--- config.mk ---
export PLATFORM = sky130hd
export DESIGN_NAME = dma_burst_transfer_control
export DESIGN_NICKNAME = d
export VERILOG_FILES = /design/src/logic/dma_burst_pkg.sv /design/src/logic/dma_burst_transfer_control.sv
export VERILOG_INCLUDE_DIRS = /design/src /design/src/logic
export SDC_FILE = /design/constraint.sdc
export NUM_CORES = 1
export LEC_CHECK = 0
export BUFFER_PORTS_ARGS = -buffer_cell sky130_fd_sc_hd__buf_2
export CAP_MARGIN = 10
export CORE_UTILIZATION = 27
export CTS_BUF_LIST = sky130_fd_sc_hd__clkbuf_16
export CTS_CLUSTER_DIAMETER = 150
export CTS_CLUSTER_SIZE = 24
export DETAILED_ROUTE_END_ITERATION = 8
export MAX_ROUTING_LAYER = met4
export PLACE_DENSITY_LB_ADDON = 0.05
export SLEW_MARGIN = 10
export SYNTH_ARGS = -nofsm -noshare
export SYNTH_HDL_FRONTEND = slang
export SYNTH_SLANG_ARGS = --single-unit
--- constraint.sdc ---
create_clock -name i_clk_sys -period 6.75 [get_ports i_clk_sys]
set_clock_uncertainty 0.15 [all_clocks]
set_input_delay 0.675 -clock i_clk_sys [delete_from_list [all_inputs] [get_ports i_clk_sys]]
set_output_delay 0.675 -clock i_clk_sys [all_outputs]
set_load 0.01 [all_outputs]
--- src/logic/dma_burst_regs.svh ---
/*
 * register offsets, field positions, reset values and timing counts
 * for the burst transfer control block; included by module and testbench.
 */
`ifndef DMA_BURST_REGS_SVH
`define DMA_BURST_REGS_SVH

// register word addresses (plain port, 4-bit address)
`define REG_CTRL 4'h0
`define REG_CNT0 4'h1
`define REG_CNT1 4'h2
`define REG_STAT 4'h3
`define REG_MASK 4'h4
`define REG_DTCE 4'h5
`define REG_STATE 4'h6

// control register fields
`define CTRL_IE0_BIT 0
`define CTRL_BURST0_BIT 1
`define CTRL_IE1_BIT 2
`define CTRL_BURST1_BIT 3
`define CTRL_ME0_BIT 4
`define CTRL_ME1_BIT 5
`define CTRL_RESET 8'h00

// transfer-complete event vector numbers
`define VEC_EVENT_BASE 8'h48
`define VEC_EVENT_LAST 8'h4B

// bus cycle phases of one transfer, in system clocks
`define READ_CYCLES 2
`define WRITE_CYCLES 2
`define DEAD_CYCLES 1

`endif

--- src/logic/dma_burst_pkg.sv ---
/*
 * types shared by the burst transfer control block.
 * assumes the constants header sits in the same folder.
 */
package dma_burst_pkg;
    typedef enum logic [2:0] {
        ST_IDLE,
        ST_READ,
        ST_WRITE,
        ST_DEAD
    } burst_state_t;

    typedef struct packed {
        logic req;
        logic wr;
        logic [15:0] addr;
        logic [15:0] wdata;
    } bus_req_t;

    typedef struct packed {
        burst_state_t st;
        logic ch;
        logic [1:0] ph;
        logic last;
        logic nmi_stop;
        logic [7:0] ctrl;
        logic [15:0] cnt0;
        logic [15:0] cnt1;
        logic [3:0] stat;
        logic [3:0] mask;
        logic [3:0] dtce;
        logic [15:0] rdata;
        logic [15:0] data;
        logic nmi_s1;
        logic nmi_s2;
        logic nmi_s3;
        logic [1:0] req_s1;
        logic [1:0] req_s2;
        logic transfer_end_output;
    } dma_state_t;
endpackage

--- src/logic/dma_burst_transfer_control.sv ---
/*
 * two-channel burst transfer engine with transfer-end interrupts and
 * two transfer-complete events (bits 0 and 2 of four) routed to the data transfer controller.
 * assumes a single-master system bus that grants immediately and returns
 * read data in the cycle after a read request; nmi and dreq are pins.
 */
// What this block does
// - control bit 2 enables channel 1 transfer-end interrupt; reset value 0.
// - control bit 0 enables channel 0 transfer-end interrupt; reset value 0.
// - burst mode runs transfers back to back holding the bus until done.
// - final transfer inserts one dead bus state after the write cycle.
// - higher-priority request waits until the running burst completes.
// - nmi during enabled burst channel clears its master enable.
// - active burst finishes current transfer, releases bus, then suspends.
// - last transfer already started completes despite cleared master enable.
// - two transfer-complete events driven, ch0 on bit 0 (vector 72) and ch1 on bit 2 (vector 74), each dtc-gated.
`timescale 1ns/1ps
`include "dma_burst_regs.svh"

module dma_burst_transfer_control
    import dma_burst_pkg::*;
#(
    parameter int CNT_W = 16
) (
    input wire logic i_clk_sys, // 50 mhz system clock
    input wire logic i_rst_n, // async reset, active low
    input wire logic [3:0] i_addr, // register word address
    input wire logic [15:0] i_wdata, // register write data
    input wire logic i_wr, // register write strobe
    input wire logic i_rd, // register read strobe
    output logic [15:0] o_rdata, // register read data, cycle after strobe
    input wire logic i_nmi, // non-maskable interrupt pin
    input wire logic [1:0] i_dreq, // transfer request pins, ch0 highest
    output bus_req_t o_bus, // system bus request
    input wire logic [15:0] i_bus_rdata, // system bus read data
    output logic o_bus_hold, // bus held by this block
    output logic o_transfer_end_output, // high during final transfer
    output logic o_irq, // level interrupt, unmasked status set
    output logic [3:0] o_xfer_complete_event, // one-cycle events, only 72 (bit 0) and 74 (bit 2) driven
    output logic [3:0] o_dtc_trigger, // events gated to the dtc
    output logic [7:0] o_vector // vector of highest event pulsing this cycle, 72 when none
);
    localparam logic [1:0] RD_N = 2'(`READ_CYCLES - 1);
    localparam logic [1:0] WR_N = 2'(`WRITE_CYCLES - 1);

    dma_state_t s_q;
    dma_state_t s_d;
    logic [3:0] ev;
    logic [3:0] set_st;
    logic [15:0] cur_cnt;
    logic bursting;
    logic [3:0] clr;

    always_comb begin
        cur_cnt = s_q.ch ? s_q.cnt1 : s_q.cnt0;
        bursting = s_q.st != ST_IDLE;
    end

    always_comb begin
        s_d = s_q;
        ev = 4'h0;
        clr = 4'h0;
        s_d.nmi_s1 = i_nmi;
        s_d.nmi_s2 = s_q.nmi_s1;
        s_d.nmi_s3 = s_q.nmi_s2;
        s_d.req_s1 = i_dreq;
        s_d.req_s2 = s_q.req_s1;
        s_d.rdata = 16'h0000;
        if (i_rd) begin
            case (i_addr)
                `REG_CTRL: s_d.rdata = {8'h00, s_q.ctrl};
                `REG_CNT0: s_d.rdata = s_q.cnt0;
                `REG_CNT1: s_d.rdata = s_q.cnt1;
                `REG_STAT: s_d.rdata = {12'h000, s_q.stat};
                `REG_MASK: s_d.rdata = {12'h000, s_q.mask};
                `REG_DTCE: s_d.rdata = {12'h000, s_q.dtce};
                `REG_STATE: s_d.rdata = {12'h000, s_q.nmi_stop,
                                         s_q.ch, bursting, s_q.last};
                default: s_d.rdata = 16'h0000;
            endcase
        end
        if (i_wr) begin
            case (i_addr)
                `REG_CTRL: s_d.ctrl = i_wdata[7:0];
                `REG_CNT0: s_d.cnt0 = i_wdata;
                `REG_CNT1: s_d.cnt1 = i_wdata;
                `REG_STAT: clr = i_wdata[3:0];
                `REG_MASK: s_d.mask = i_wdata[3:0];
                `REG_DTCE: s_d.dtce = i_wdata[3:0];
                default: ;
            endcase
        end
        // rising nmi drops master enable of burst channels
        if (s_q.nmi_s2 && !s_q.nmi_s3) begin
            if (s_q.ctrl[`CTRL_BURST0_BIT]) begin
                s_d.ctrl[`CTRL_ME0_BIT] = 1'b0;
            end
            if (s_q.ctrl[`CTRL_BURST1_BIT]) begin
                s_d.ctrl[`CTRL_ME1_BIT] = 1'b0;
            end
            if (bursting && !s_q.last) begin
                s_d.nmi_stop = 1'b1;
            end
        end
        case (s_q.st)
            ST_IDLE: begin
                s_d.nmi_stop = 1'b0;
                s_d.ph = 2'd0;
                // ch0 wins only when idle; no pre-emption once started
                if (s_q.ctrl[`CTRL_ME0_BIT] && s_q.req_s2[0]
                        && s_q.cnt0 != 16'h0000) begin
                    s_d.ch = 1'b0;
                    s_d.st = ST_READ;
                    s_d.last = s_q.cnt0 == 16'h0001;
                end else if (s_q.ctrl[`CTRL_ME1_BIT] && s_q.req_s2[1]
                        && s_q.cnt1 != 16'h0000) begin
                    s_d.ch = 1'b1;
                    s_d.st = ST_READ;
                    s_d.last = s_q.cnt1 == 16'h0001;
                end
            end
            ST_READ: begin
                s_d.ph = s_q.ph + 2'd1;
                if (s_q.ph == RD_N) begin
                    s_d.ph = 2'd0;
                    s_d.data = i_bus_rdata;
                    s_d.st = ST_WRITE;
                end
            end
            ST_WRITE: begin
                s_d.ph = s_q.ph + 2'd1;
                if (s_q.ph == WR_N) begin
                    s_d.ph = 2'd0;
                    if (s_q.ch) begin
                        s_d.cnt1 = s_q.cnt1 - 16'h0001;
                    end else begin
                        s_d.cnt0 = s_q.cnt0 - 16'h0001;
                    end
                    if (s_q.last) begin
                        s_d.st = ST_DEAD;
                    // an nmi edge in this very cycle stops the burst too
                    end else if (s_d.nmi_stop) begin
                        s_d.st = ST_IDLE;
                    end else begin
                        s_d.st = ST_READ;
                        s_d.last = cur_cnt == 16'h0002;
                    end
                end
            end
            ST_DEAD: begin
                s_d.st = ST_IDLE;
                s_d.last = 1'b0;
                ev[{s_q.ch, 1'b0}] = 1'b1;
            end
            default: s_d.st = ST_IDLE;
        endcase
        // only enabled channels post their transfer-end status
        set_st = ev & {1'b0, s_q.ctrl[`CTRL_IE1_BIT],
                       1'b0, s_q.ctrl[`CTRL_IE0_BIT]};
        s_d.stat = (s_q.stat & ~clr) | set_st;
        s_d.transfer_end_output = s_d.st != ST_IDLE && s_d.last;
    end

    always_ff @(posedge i_clk_sys or negedge i_rst_n) begin
        if (!i_rst_n) begin
            s_q <= '0;
        end else begin
            s_q <= s_d;
        end
    end

    always_comb begin
        o_rdata = s_q.rdata;
        o_bus.req = s_q.st == ST_READ || s_q.st == ST_WRITE;
        o_bus.wr = s_q.st == ST_WRITE;
        o_bus.addr = {15'h0000, s_q.ch};
        o_bus.wdata = s_q.data;
        o_bus_hold = bursting;
        o_transfer_end_output = s_q.transfer_end_output;
        o_irq = |(s_q.stat & s_q.mask);
        o_xfer_complete_event = ev;
        o_dtc_trigger = ev & s_q.dtce;
        o_vector = `VEC_EVENT_BASE;
        // later bits win, though only one event can pulse at a time
        if (ev[1]) begin
            o_vector = `VEC_EVENT_BASE + 8'h01;
        end
        if (ev[2]) begin
            o_vector = `VEC_EVENT_BASE + 8'h02;
        end
        if (ev[3]) begin
            o_vector = `VEC_EVENT_LAST;
        end
    end

    a_ie_gate_ch0: assert property (@(posedge i_clk_sys)
        disable iff (!i_rst_n)
        ev[0] && !s_q.ctrl[`CTRL_IE0_BIT]
        |=> s_q.stat[0] == $past(s_q.stat[0]))
        else $error("ch0 status set while its enable is low");
    a_ie_gate_ch1: assert property (@(posedge i_clk_sys)
        disable iff (!i_rst_n)
        ev[2] && s_q.ctrl[`CTRL_IE1_BIT] |=> s_q.stat[2])
        else $error("ch1 status not set on enabled end");
    a_burst_hold: assert property (@(posedge i_clk_sys)
        disable iff (!i_rst_n)
        s_q.st == ST_WRITE && s_d.st == ST_READ |=> o_bus_hold)
        else $error("bus released between burst transfers");
    a_dead_cycle: assert property (@(posedge i_clk_sys)
        disable iff (!i_rst_n)
        s_q.st == ST_DEAD |-> !o_bus.req ##1 s_q.st == ST_IDLE)
        else $error("dead state not single idle bus state");
    a_no_preempt: assert property (@(posedge i_clk_sys)
        disable iff (!i_rst_n)
        bursting && s_q.ch |=> s_q.ch || s_q.st == ST_IDLE)
        else $error("burst pre-empted by other channel");
    a_nmi_clear: assert property (@(posedge i_clk_sys)
        disable iff (!i_rst_n)
        s_q.nmi_s2 && !s_q.nmi_s3 && s_q.ctrl[`CTRL_BURST0_BIT]
        |=> !s_q.ctrl[`CTRL_ME0_BIT])
        else $error("nmi did not clear master enable");
    a_nmi_suspend: assert property (@(posedge i_clk_sys)
        disable iff (!i_rst_n)
        s_q.nmi_stop && s_q.st == ST_READ |-> ##[1:4] s_q.st == ST_IDLE)
        else $error("burst not suspended after nmi");
    a_last_finish: assert property (@(posedge i_clk_sys)
        disable iff (!i_rst_n)
        s_q.last && s_q.st == ST_READ |-> ##[1:5] s_q.st == ST_DEAD)
        else $error("last transfer not completed");
    a_event_dtc: assert property (@(posedge i_clk_sys)
        disable iff (!i_rst_n)
        o_dtc_trigger != 4'h0
        |-> (o_dtc_trigger & ~o_xfer_complete_event) == 4'h0)
        else $error("dtc trigger without event");
    a_irq_sticky: assert property (@(posedge i_clk_sys)
        disable iff (!i_rst_n)
        s_q.stat[0] && !(i_wr && i_addr == `REG_STAT && i_wdata[0])
        |=> s_q.stat[0])
        else $error("status dropped without clear");

    a_ie1_block: assert property (@(posedge i_clk_sys)
        disable iff (!i_rst_n)
        ev[2] && !s_q.ctrl[`CTRL_IE1_BIT] |=> s_q.stat[2] == $past(s_q.stat[2]))
        else $error("ch1 status set while its enable is low");
    a_ie0_post: assert property (@(posedge i_clk_sys)
        disable iff (!i_rst_n)
        ev[0] && s_q.ctrl[`CTRL_IE0_BIT] |=> s_q.stat[0])
        else $error("ch0 status not set on enabled end");
    a_burst_bus_req: assert property (@(posedge i_clk_sys)
        disable iff (!i_rst_n)
        s_q.st == ST_READ || s_q.st == ST_WRITE |-> o_bus.req && o_bus_hold)
        else $error("bus not requested inside a transfer");
    a_read_len: assert property (@(posedge i_clk_sys)
        disable iff (!i_rst_n)
        s_q.st == ST_READ && s_q.ph == 2'd0 |=> s_q.st == ST_READ)
        else $error("read phase cut short");
    a_write_len: assert property (@(posedge i_clk_sys)
        disable iff (!i_rst_n)
        s_q.st == ST_WRITE && s_q.ph == 2'd0 |=> s_q.st == ST_WRITE)
        else $error("write phase cut short");
    a_write_follows: assert property (@(posedge i_clk_sys)
        disable iff (!i_rst_n)
        s_q.st == ST_READ && s_q.ph == RD_N |=> s_q.st == ST_WRITE)
        else $error("read not followed by write");
    a_count_down0: assert property (@(posedge i_clk_sys)
        disable iff (!i_rst_n)
        s_q.st == ST_WRITE && s_q.ph == WR_N && !s_q.ch && !i_wr
        |=> s_q.cnt0 == $past(s_q.cnt0) - 16'h0001)
        else $error("ch0 count not decremented per write");
    a_count_down1: assert property (@(posedge i_clk_sys)
        disable iff (!i_rst_n)
        s_q.st == ST_WRITE && s_q.ph == WR_N && s_q.ch && !i_wr
        |=> s_q.cnt1 == $past(s_q.cnt1) - 16'h0001)
        else $error("ch1 count not decremented per write");

    a_dead_no_write: assert property (@(posedge i_clk_sys)
        disable iff (!i_rst_n)
        s_q.st == ST_DEAD |-> o_bus_hold && !o_bus.wr)
        else $error("dead state released bus or wrote");
    a_dead_after_last: assert property (@(posedge i_clk_sys)
        disable iff (!i_rst_n)
        s_q.st == ST_WRITE && s_q.ph == WR_N && s_q.last |=> s_q.st == ST_DEAD)
        else $error("final write not followed by dead state");
    a_transfer_end_output_in_burst: assert property (@(posedge i_clk_sys)
        disable iff (!i_rst_n)
        o_transfer_end_output |-> bursting)
        else $error("transfer end flag outside a burst");
    a_no_switch: assert property (@(posedge i_clk_sys)
        disable iff (!i_rst_n)
        bursting && $changed(s_q.ch) |-> $past(s_q.st) == ST_IDLE)
        else $error("channel switched inside a burst");
    a_nmi_clear_ch1: assert property (@(posedge i_clk_sys)
        disable iff (!i_rst_n)
        s_q.nmi_s2 && !s_q.nmi_s3 && s_q.ctrl[`CTRL_BURST1_BIT]
        |=> !s_q.ctrl[`CTRL_ME1_BIT])
        else $error("nmi did not clear ch1 master enable");

    a_nmi_stop_set: assert property (@(posedge i_clk_sys)
        disable iff (!i_rst_n)
        s_q.nmi_s2 && !s_q.nmi_s3 && bursting && !s_q.last |=> s_q.nmi_stop)
        else $error("nmi did not mark the burst for suspension");
    a_nmi_to_idle: assert property (@(posedge i_clk_sys)
        disable iff (!i_rst_n)
        s_q.nmi_stop && s_q.st == ST_WRITE && s_q.ph == WR_N && !s_q.last
        |=> s_q.st == ST_IDLE)
        else $error("suspended burst started another transfer");
    a_nmi_no_event: assert property (@(posedge i_clk_sys)
        disable iff (!i_rst_n)
        s_q.nmi_stop |-> ev == 4'h0)
        else $error("suspended burst raised an event");
    a_idle_no_req: assert property (@(posedge i_clk_sys)
        disable iff (!i_rst_n)
        s_q.st == ST_IDLE |-> !o_bus.req && !o_bus_hold)
        else $error("bus held while idle");
    a_last_keeps: assert property (@(posedge i_clk_sys)
        disable iff (!i_rst_n)
        s_q.last && s_q.st == ST_READ |=> bursting)
        else $error("final transfer abandoned");

    a_event_onehot: assert property (@(posedge i_clk_sys)
        disable iff (!i_rst_n)
        $onehot0(o_xfer_complete_event))
        else $error("more than one event in a cycle");
    a_event_in_dead: assert property (@(posedge i_clk_sys)
        disable iff (!i_rst_n)
        o_xfer_complete_event != 4'h0 |-> s_q.st == ST_DEAD)
        else $error("event outside the dead state");
    a_vector_ch1: assert property (@(posedge i_clk_sys)
        disable iff (!i_rst_n)
        o_xfer_complete_event[2] |-> o_vector == `VEC_EVENT_BASE + 8'h02)
        else $error("wrong vector for ch1 event");
    a_dtc_off: assert property (@(posedge i_clk_sys)
        disable iff (!i_rst_n)
        s_q.dtce == 4'h0 |-> o_dtc_trigger == 4'h0)
        else $error("dtc triggered while not enabled");
    a_irq_clear: assert property (@(posedge i_clk_sys)
        disable iff (!i_rst_n)
        s_q.stat[2] && i_wr && i_addr == `REG_STAT && i_wdata[2] && !ev[2]
        |=> !s_q.stat[2])
        else $error("ch1 status not cleared by write one");

    c_burst_end: cover property (@(posedge i_clk_sys) s_q.st == ST_DEAD);
    c_nmi_stop: cover property (@(posedge i_clk_sys)
        s_q.nmi_stop && s_q.st == ST_IDLE);
    c_irq: cover property (@(posedge i_clk_sys) o_irq);
    c_preempt_wait: cover property (@(posedge i_clk_sys)
        bursting && s_q.ch && s_q.req_s2[0]);
    c_dtc_fire: cover property (@(posedge i_clk_sys) o_dtc_trigger != 4'h0);
endmodule

* After elaboration in Yosys (flattened, before gate mapping)
Index checks and enable logic that the tools add are counted.
** Storage, ports and cells
- Bits in registers :: 100
- Latch bits :: 0
- Memory bits (writable) :: 0
- Memory bits (read-only) :: 0
- Input port bits :: 43
- Output and inout bits :: 69
- Word-level logic and storage cells :: 109
- Memories kept :: 0
** Cells by class
- $add $sub $neg :: 3
- Multiply operators :: 0
- Div/mod/pow operators :: 0
- $lt $le $gt $ge :: 2
- Equality and inequality tests :: 13
- Shift-type cells :: 0
- Multiplexer cells :: 40
- Bitwise operators :: 6
- Reduce and logical (&&, ||, !) cells :: 25
** Operators with widths (number)
- $pmux 16 s7 :: 1
- $mux 16 :: 6
- $mux 32 :: 2
- $mux 38 :: 1
- $eq 16x1->1 const B :: 2
- $reduce_bool 16->1 :: 2
- $sub 16x1->16 const B :: 2
- $eq 16x2->1 const B :: 1
- $mux 4 :: 4
- $mux 8 :: 2
- $mux 3 :: 5
- $and 4x4->4 :: 3
- $eq 4x3->1 const B :: 3
- $mux 1 :: 12
- $reduce_and 2->1 :: 5
- $pmux 3 s3 :: 1
- $reduce_bool 3->1 :: 3
- $eq 4x2->1 const B :: 2
- $logic_and 1x1->1 :: 8
- $eq 3x2->1 const B :: 2
- $mux 6 :: 1
- $pmux 2 s3 :: 1
- $and 4x3->4 :: 1
- $eq 4x1->1 const B :: 1
- other kinds (16) :: 18

* Longest topological paths before layout
- Depth after elaboration :: 10
- Mapped depth :: 8
- Depth with buffers taken out :: 7

* Least setup slack after synthesis
OpenSTA, ideal clock, no wires.
- Path type :: input port to flip-flop
- From :: in i_addr[0]
- To :: reg s_q[57] in the netlist's numbering
- Library setup time :: 0.126 ns
- Arrival :: 1.996 ns
- Required time :: 6.474 ns
- Slack :: 4.478 ns
- Stages on the path :: 7
- Path buffers :: 2
- Cells stage by stage :: buf_2 nor4b_2 nand2_1 nand2_1 buf_2 o21ai_0 a221o_1
** RTL lines
- start: declaration :: line dma_burst_transfer_control.sv:27 : input wire logic [3:0] i_addr,
- end signal: assignment :: line dma_burst_transfer_control.sv:166 : s_q <= '0;
- end signal: assignment :: line dma_burst_transfer_control.sv:168 : s_q <= s_d;
- end: declaration :: line dma_burst_transfer_control.sv:46 : dma_state_t s_q;

==> results.yml <==
die:
  dieArea_um2: 20800
  die_w_um: 144
  initial_core_util_pct: 27.8
  io_pins: 112
  core_um2: 19700
  die_h_um: 144
  fp-row-count: 51
drt:
  wl_met2_mm: 7.21
  ant_nets: 0
  dr_wl_met3_um: 802
  dr.pass1.iters: 5
  vias: 4216
  wl_per_cell_um: 18.7
  totalWireLength_mm: 16.1
  drt_iter0_markers: 323
  post-route-drc-count: 0
  met1_length_mm: 7.85
  route.top_layer_used: "met4"
  vias_per_cell: 4.89
timing:
  fmax_mhz: 337
  drv_slew: 0
  min_period_ns: 2.97
  tns_ns: 0
  finalHoldViolations: 0
  worst_pin_slew_ns: 0.966
  rsz0062_at_grt: "no"
  fin_crit_sh_pct: 44.0
  finalSetupViolations: 0
  slew_headroom_pct: 35.6
layout:
  final_cells: 862
  finalNetCount: 642
  diodes: 0
  ff_latch_area_um2: 2500
  finalInstanceArea_um2: 6070
  finish.utilization_pct: 30.9
  syn_to_final_growth_pct: 11.0
  final_layout_size_suffix_gt1_share_pct: 25.5
  multi_input_area_um2: 2450
  fillers: 2122
synth:
  yosys.area.top_type: "dfrtp_1"
  synth-edff-count: 0
  synth-main-ff-cell: "dfrtp_1"
  synth_commonest_cells: "dfrtp_1, buf_4, nor2_1"
  ys_seq_area_share_pct: 45.7
  syn_inst: 549
  synth_top_cell_area_share_pct: 45.7
  synthMostInstantiatedCell: "dfrtp_1"
  synth_area_leaders: "dfrtp_1, buf_4, mux2_2"
  async_reset_ff_share_pct: 100
  yosys.cell_types.count: 63
  yosysWarnings: 0
  synthesis.area_um2: 5470
  ys_ff_latch: 100
  syn_avg_cell_area_um2: 9.97
place:
  dp_cells: 847
  dp_hpwl_mm: 11.9
  place_area_um2: 5800
  numPortBuffers: 85
  gp_congestion: 0.799
outcome:
  status: "completed"
pwr:
  power_density_nw_per_um2: 304
  finalPower_mw: 1.84
  peakVddDrop_mv: 0.131
  p_leak_nw: 2.76
global_route:
  antenna_found_initial: 0
  grt_max_degree: 74
  gr-total-overflow: 0
  groute.usage.overall_pct: 16.7
  grt_pass1_wl_mm: 24.6
  grt_pass1_vias: 4054
clocking:
  clock-root-buffer: "clkbuf_16"
  cts_tree: "done"
  clkTransAtPathRegs_ns: 0.07
  cts_setup_buffers: 0
  cts_buffers: 9
  hold_buffers: 0
  h-tree-depth: 3
  ctsResizeCount: 0
  cts_buffer_depth: 2
  clk_latency_ns: 0.36
  numClockSinks: 100
hold_path:
  worstHoldPathType: "input port to async pin"
job:
  drv_cap: 0
worst_setup_path:
  cp.required_ns: 6.85
  worst_setup_path_start_kind: "register"
  end_kind: "register"
  cp.arrival_ns: 3.07
  cp_max_fo: 21
  path_class: "register to register"
==> critical path: stages, from the launching register on <==
cell	delay, ns
dfrtp_1	0.47
or3b_1	0.50
inv_1	0.13
nand3_1	0.54
nand2_1	0.56
o21ai_0	0.18
a221o_1	0.32
==> per-layer routing <==
metal | vias to the layer above | track usage [%]
li1 | 1987 | -
met1 | 2063 | 23.4
met2 | 148 | 24.2
met3 | 18 | 3.15
met4 | 0 | 5.21
met5 | - | -
==> worst paths after layout <==
check | startpoint | to | slack (ns) | cells after the start
max | s_q[99] | s_q[80] | 3.78 | 6
min | i_rst_n | s_q[42] | 0.09 | 1
max reg2reg | s_q[99] | s_q[80] | 3.78 | 6
min reg2reg | s_d[6] | s_d[5] | 0.20 | 0
max in group asynchronous | i_rst_n | s_q[97] | 5.08 | 2
min in group i_clk_sys | s_d[6] | s_d[5] | 0.20 | 0
==> sequential cells by signal, summed over array words and instances, names as in the netlist <==
name                   count
o_rdata                   16
o_transfer_end_output      1
s_q                       62
o_bus                     17
s_d                        4
==> per-stage QoR <==
stage          hold slack (ns)  setup WS (ns)
6_report                0.0852           3.78
2_1_floorplan            0.181           4.48
3_3_place_gp             0.182           3.84
5_1_grt                  0.103           3.50
3_5_place_dp             0.185           3.79
4_1_cts                  0.101           3.68
==> layout by cell type (no fill, tap or decap), types with 7 or more instances in the layout <==
cell | synthesis | layout
inv_1 | 16 | 16
clkbuf_16 | 0 | 9
nor4_1 | 8 | 8
a221o_1 | 15 | 15
dfrtp_1 | 100 | 100
nand3_1 | 7 | 7
nor3_1 | 14 | 14
nor2_1 | 59 | 59
mux2i_1 | 11 | 11
a21oi_1 | 33 | 33
nand2_1 | 42 | 42
o21ai_0 | 21 | 21
mux2_2 | 31 | 31
a211oi_1 | 7 | 7
conb_1 | 2 | 27
buf_2 | 5 | 84
a22oi_1 | 12 | 12
==> cells by family after synthesis <==
logic type / count (synthesis) / synth area share, %
buf+inv: 97 / 11.3
simple gates: 174 / 16.4
fa+ha+maj: 6 / 1.37
compound gates: 126 / 15.8
other cells: 2 / 0.137
mux: 44 / 9.21
flops: 100 / 45.7
==> report_power, final <==
| part | switching [mW] | internal, mW |
|---|---|---|
| logic | 0.247 | 0.206 |
| clock network | 0.249 | 0.253 |
| registers | 0.160 | 0.728 |
| total | 0.656 | 1.19 |
==> cell type report <==
cell class,count,share of cell area [%]
clock buffer,9,3.71
clock inverter,6,0.804
inverter,16,0.989
multi-input combinational,377,40.3
sequential,100,41.2
tap,265,5.46
timing repair buffer,89,7.54
Power figures use the tool's default switching activity.
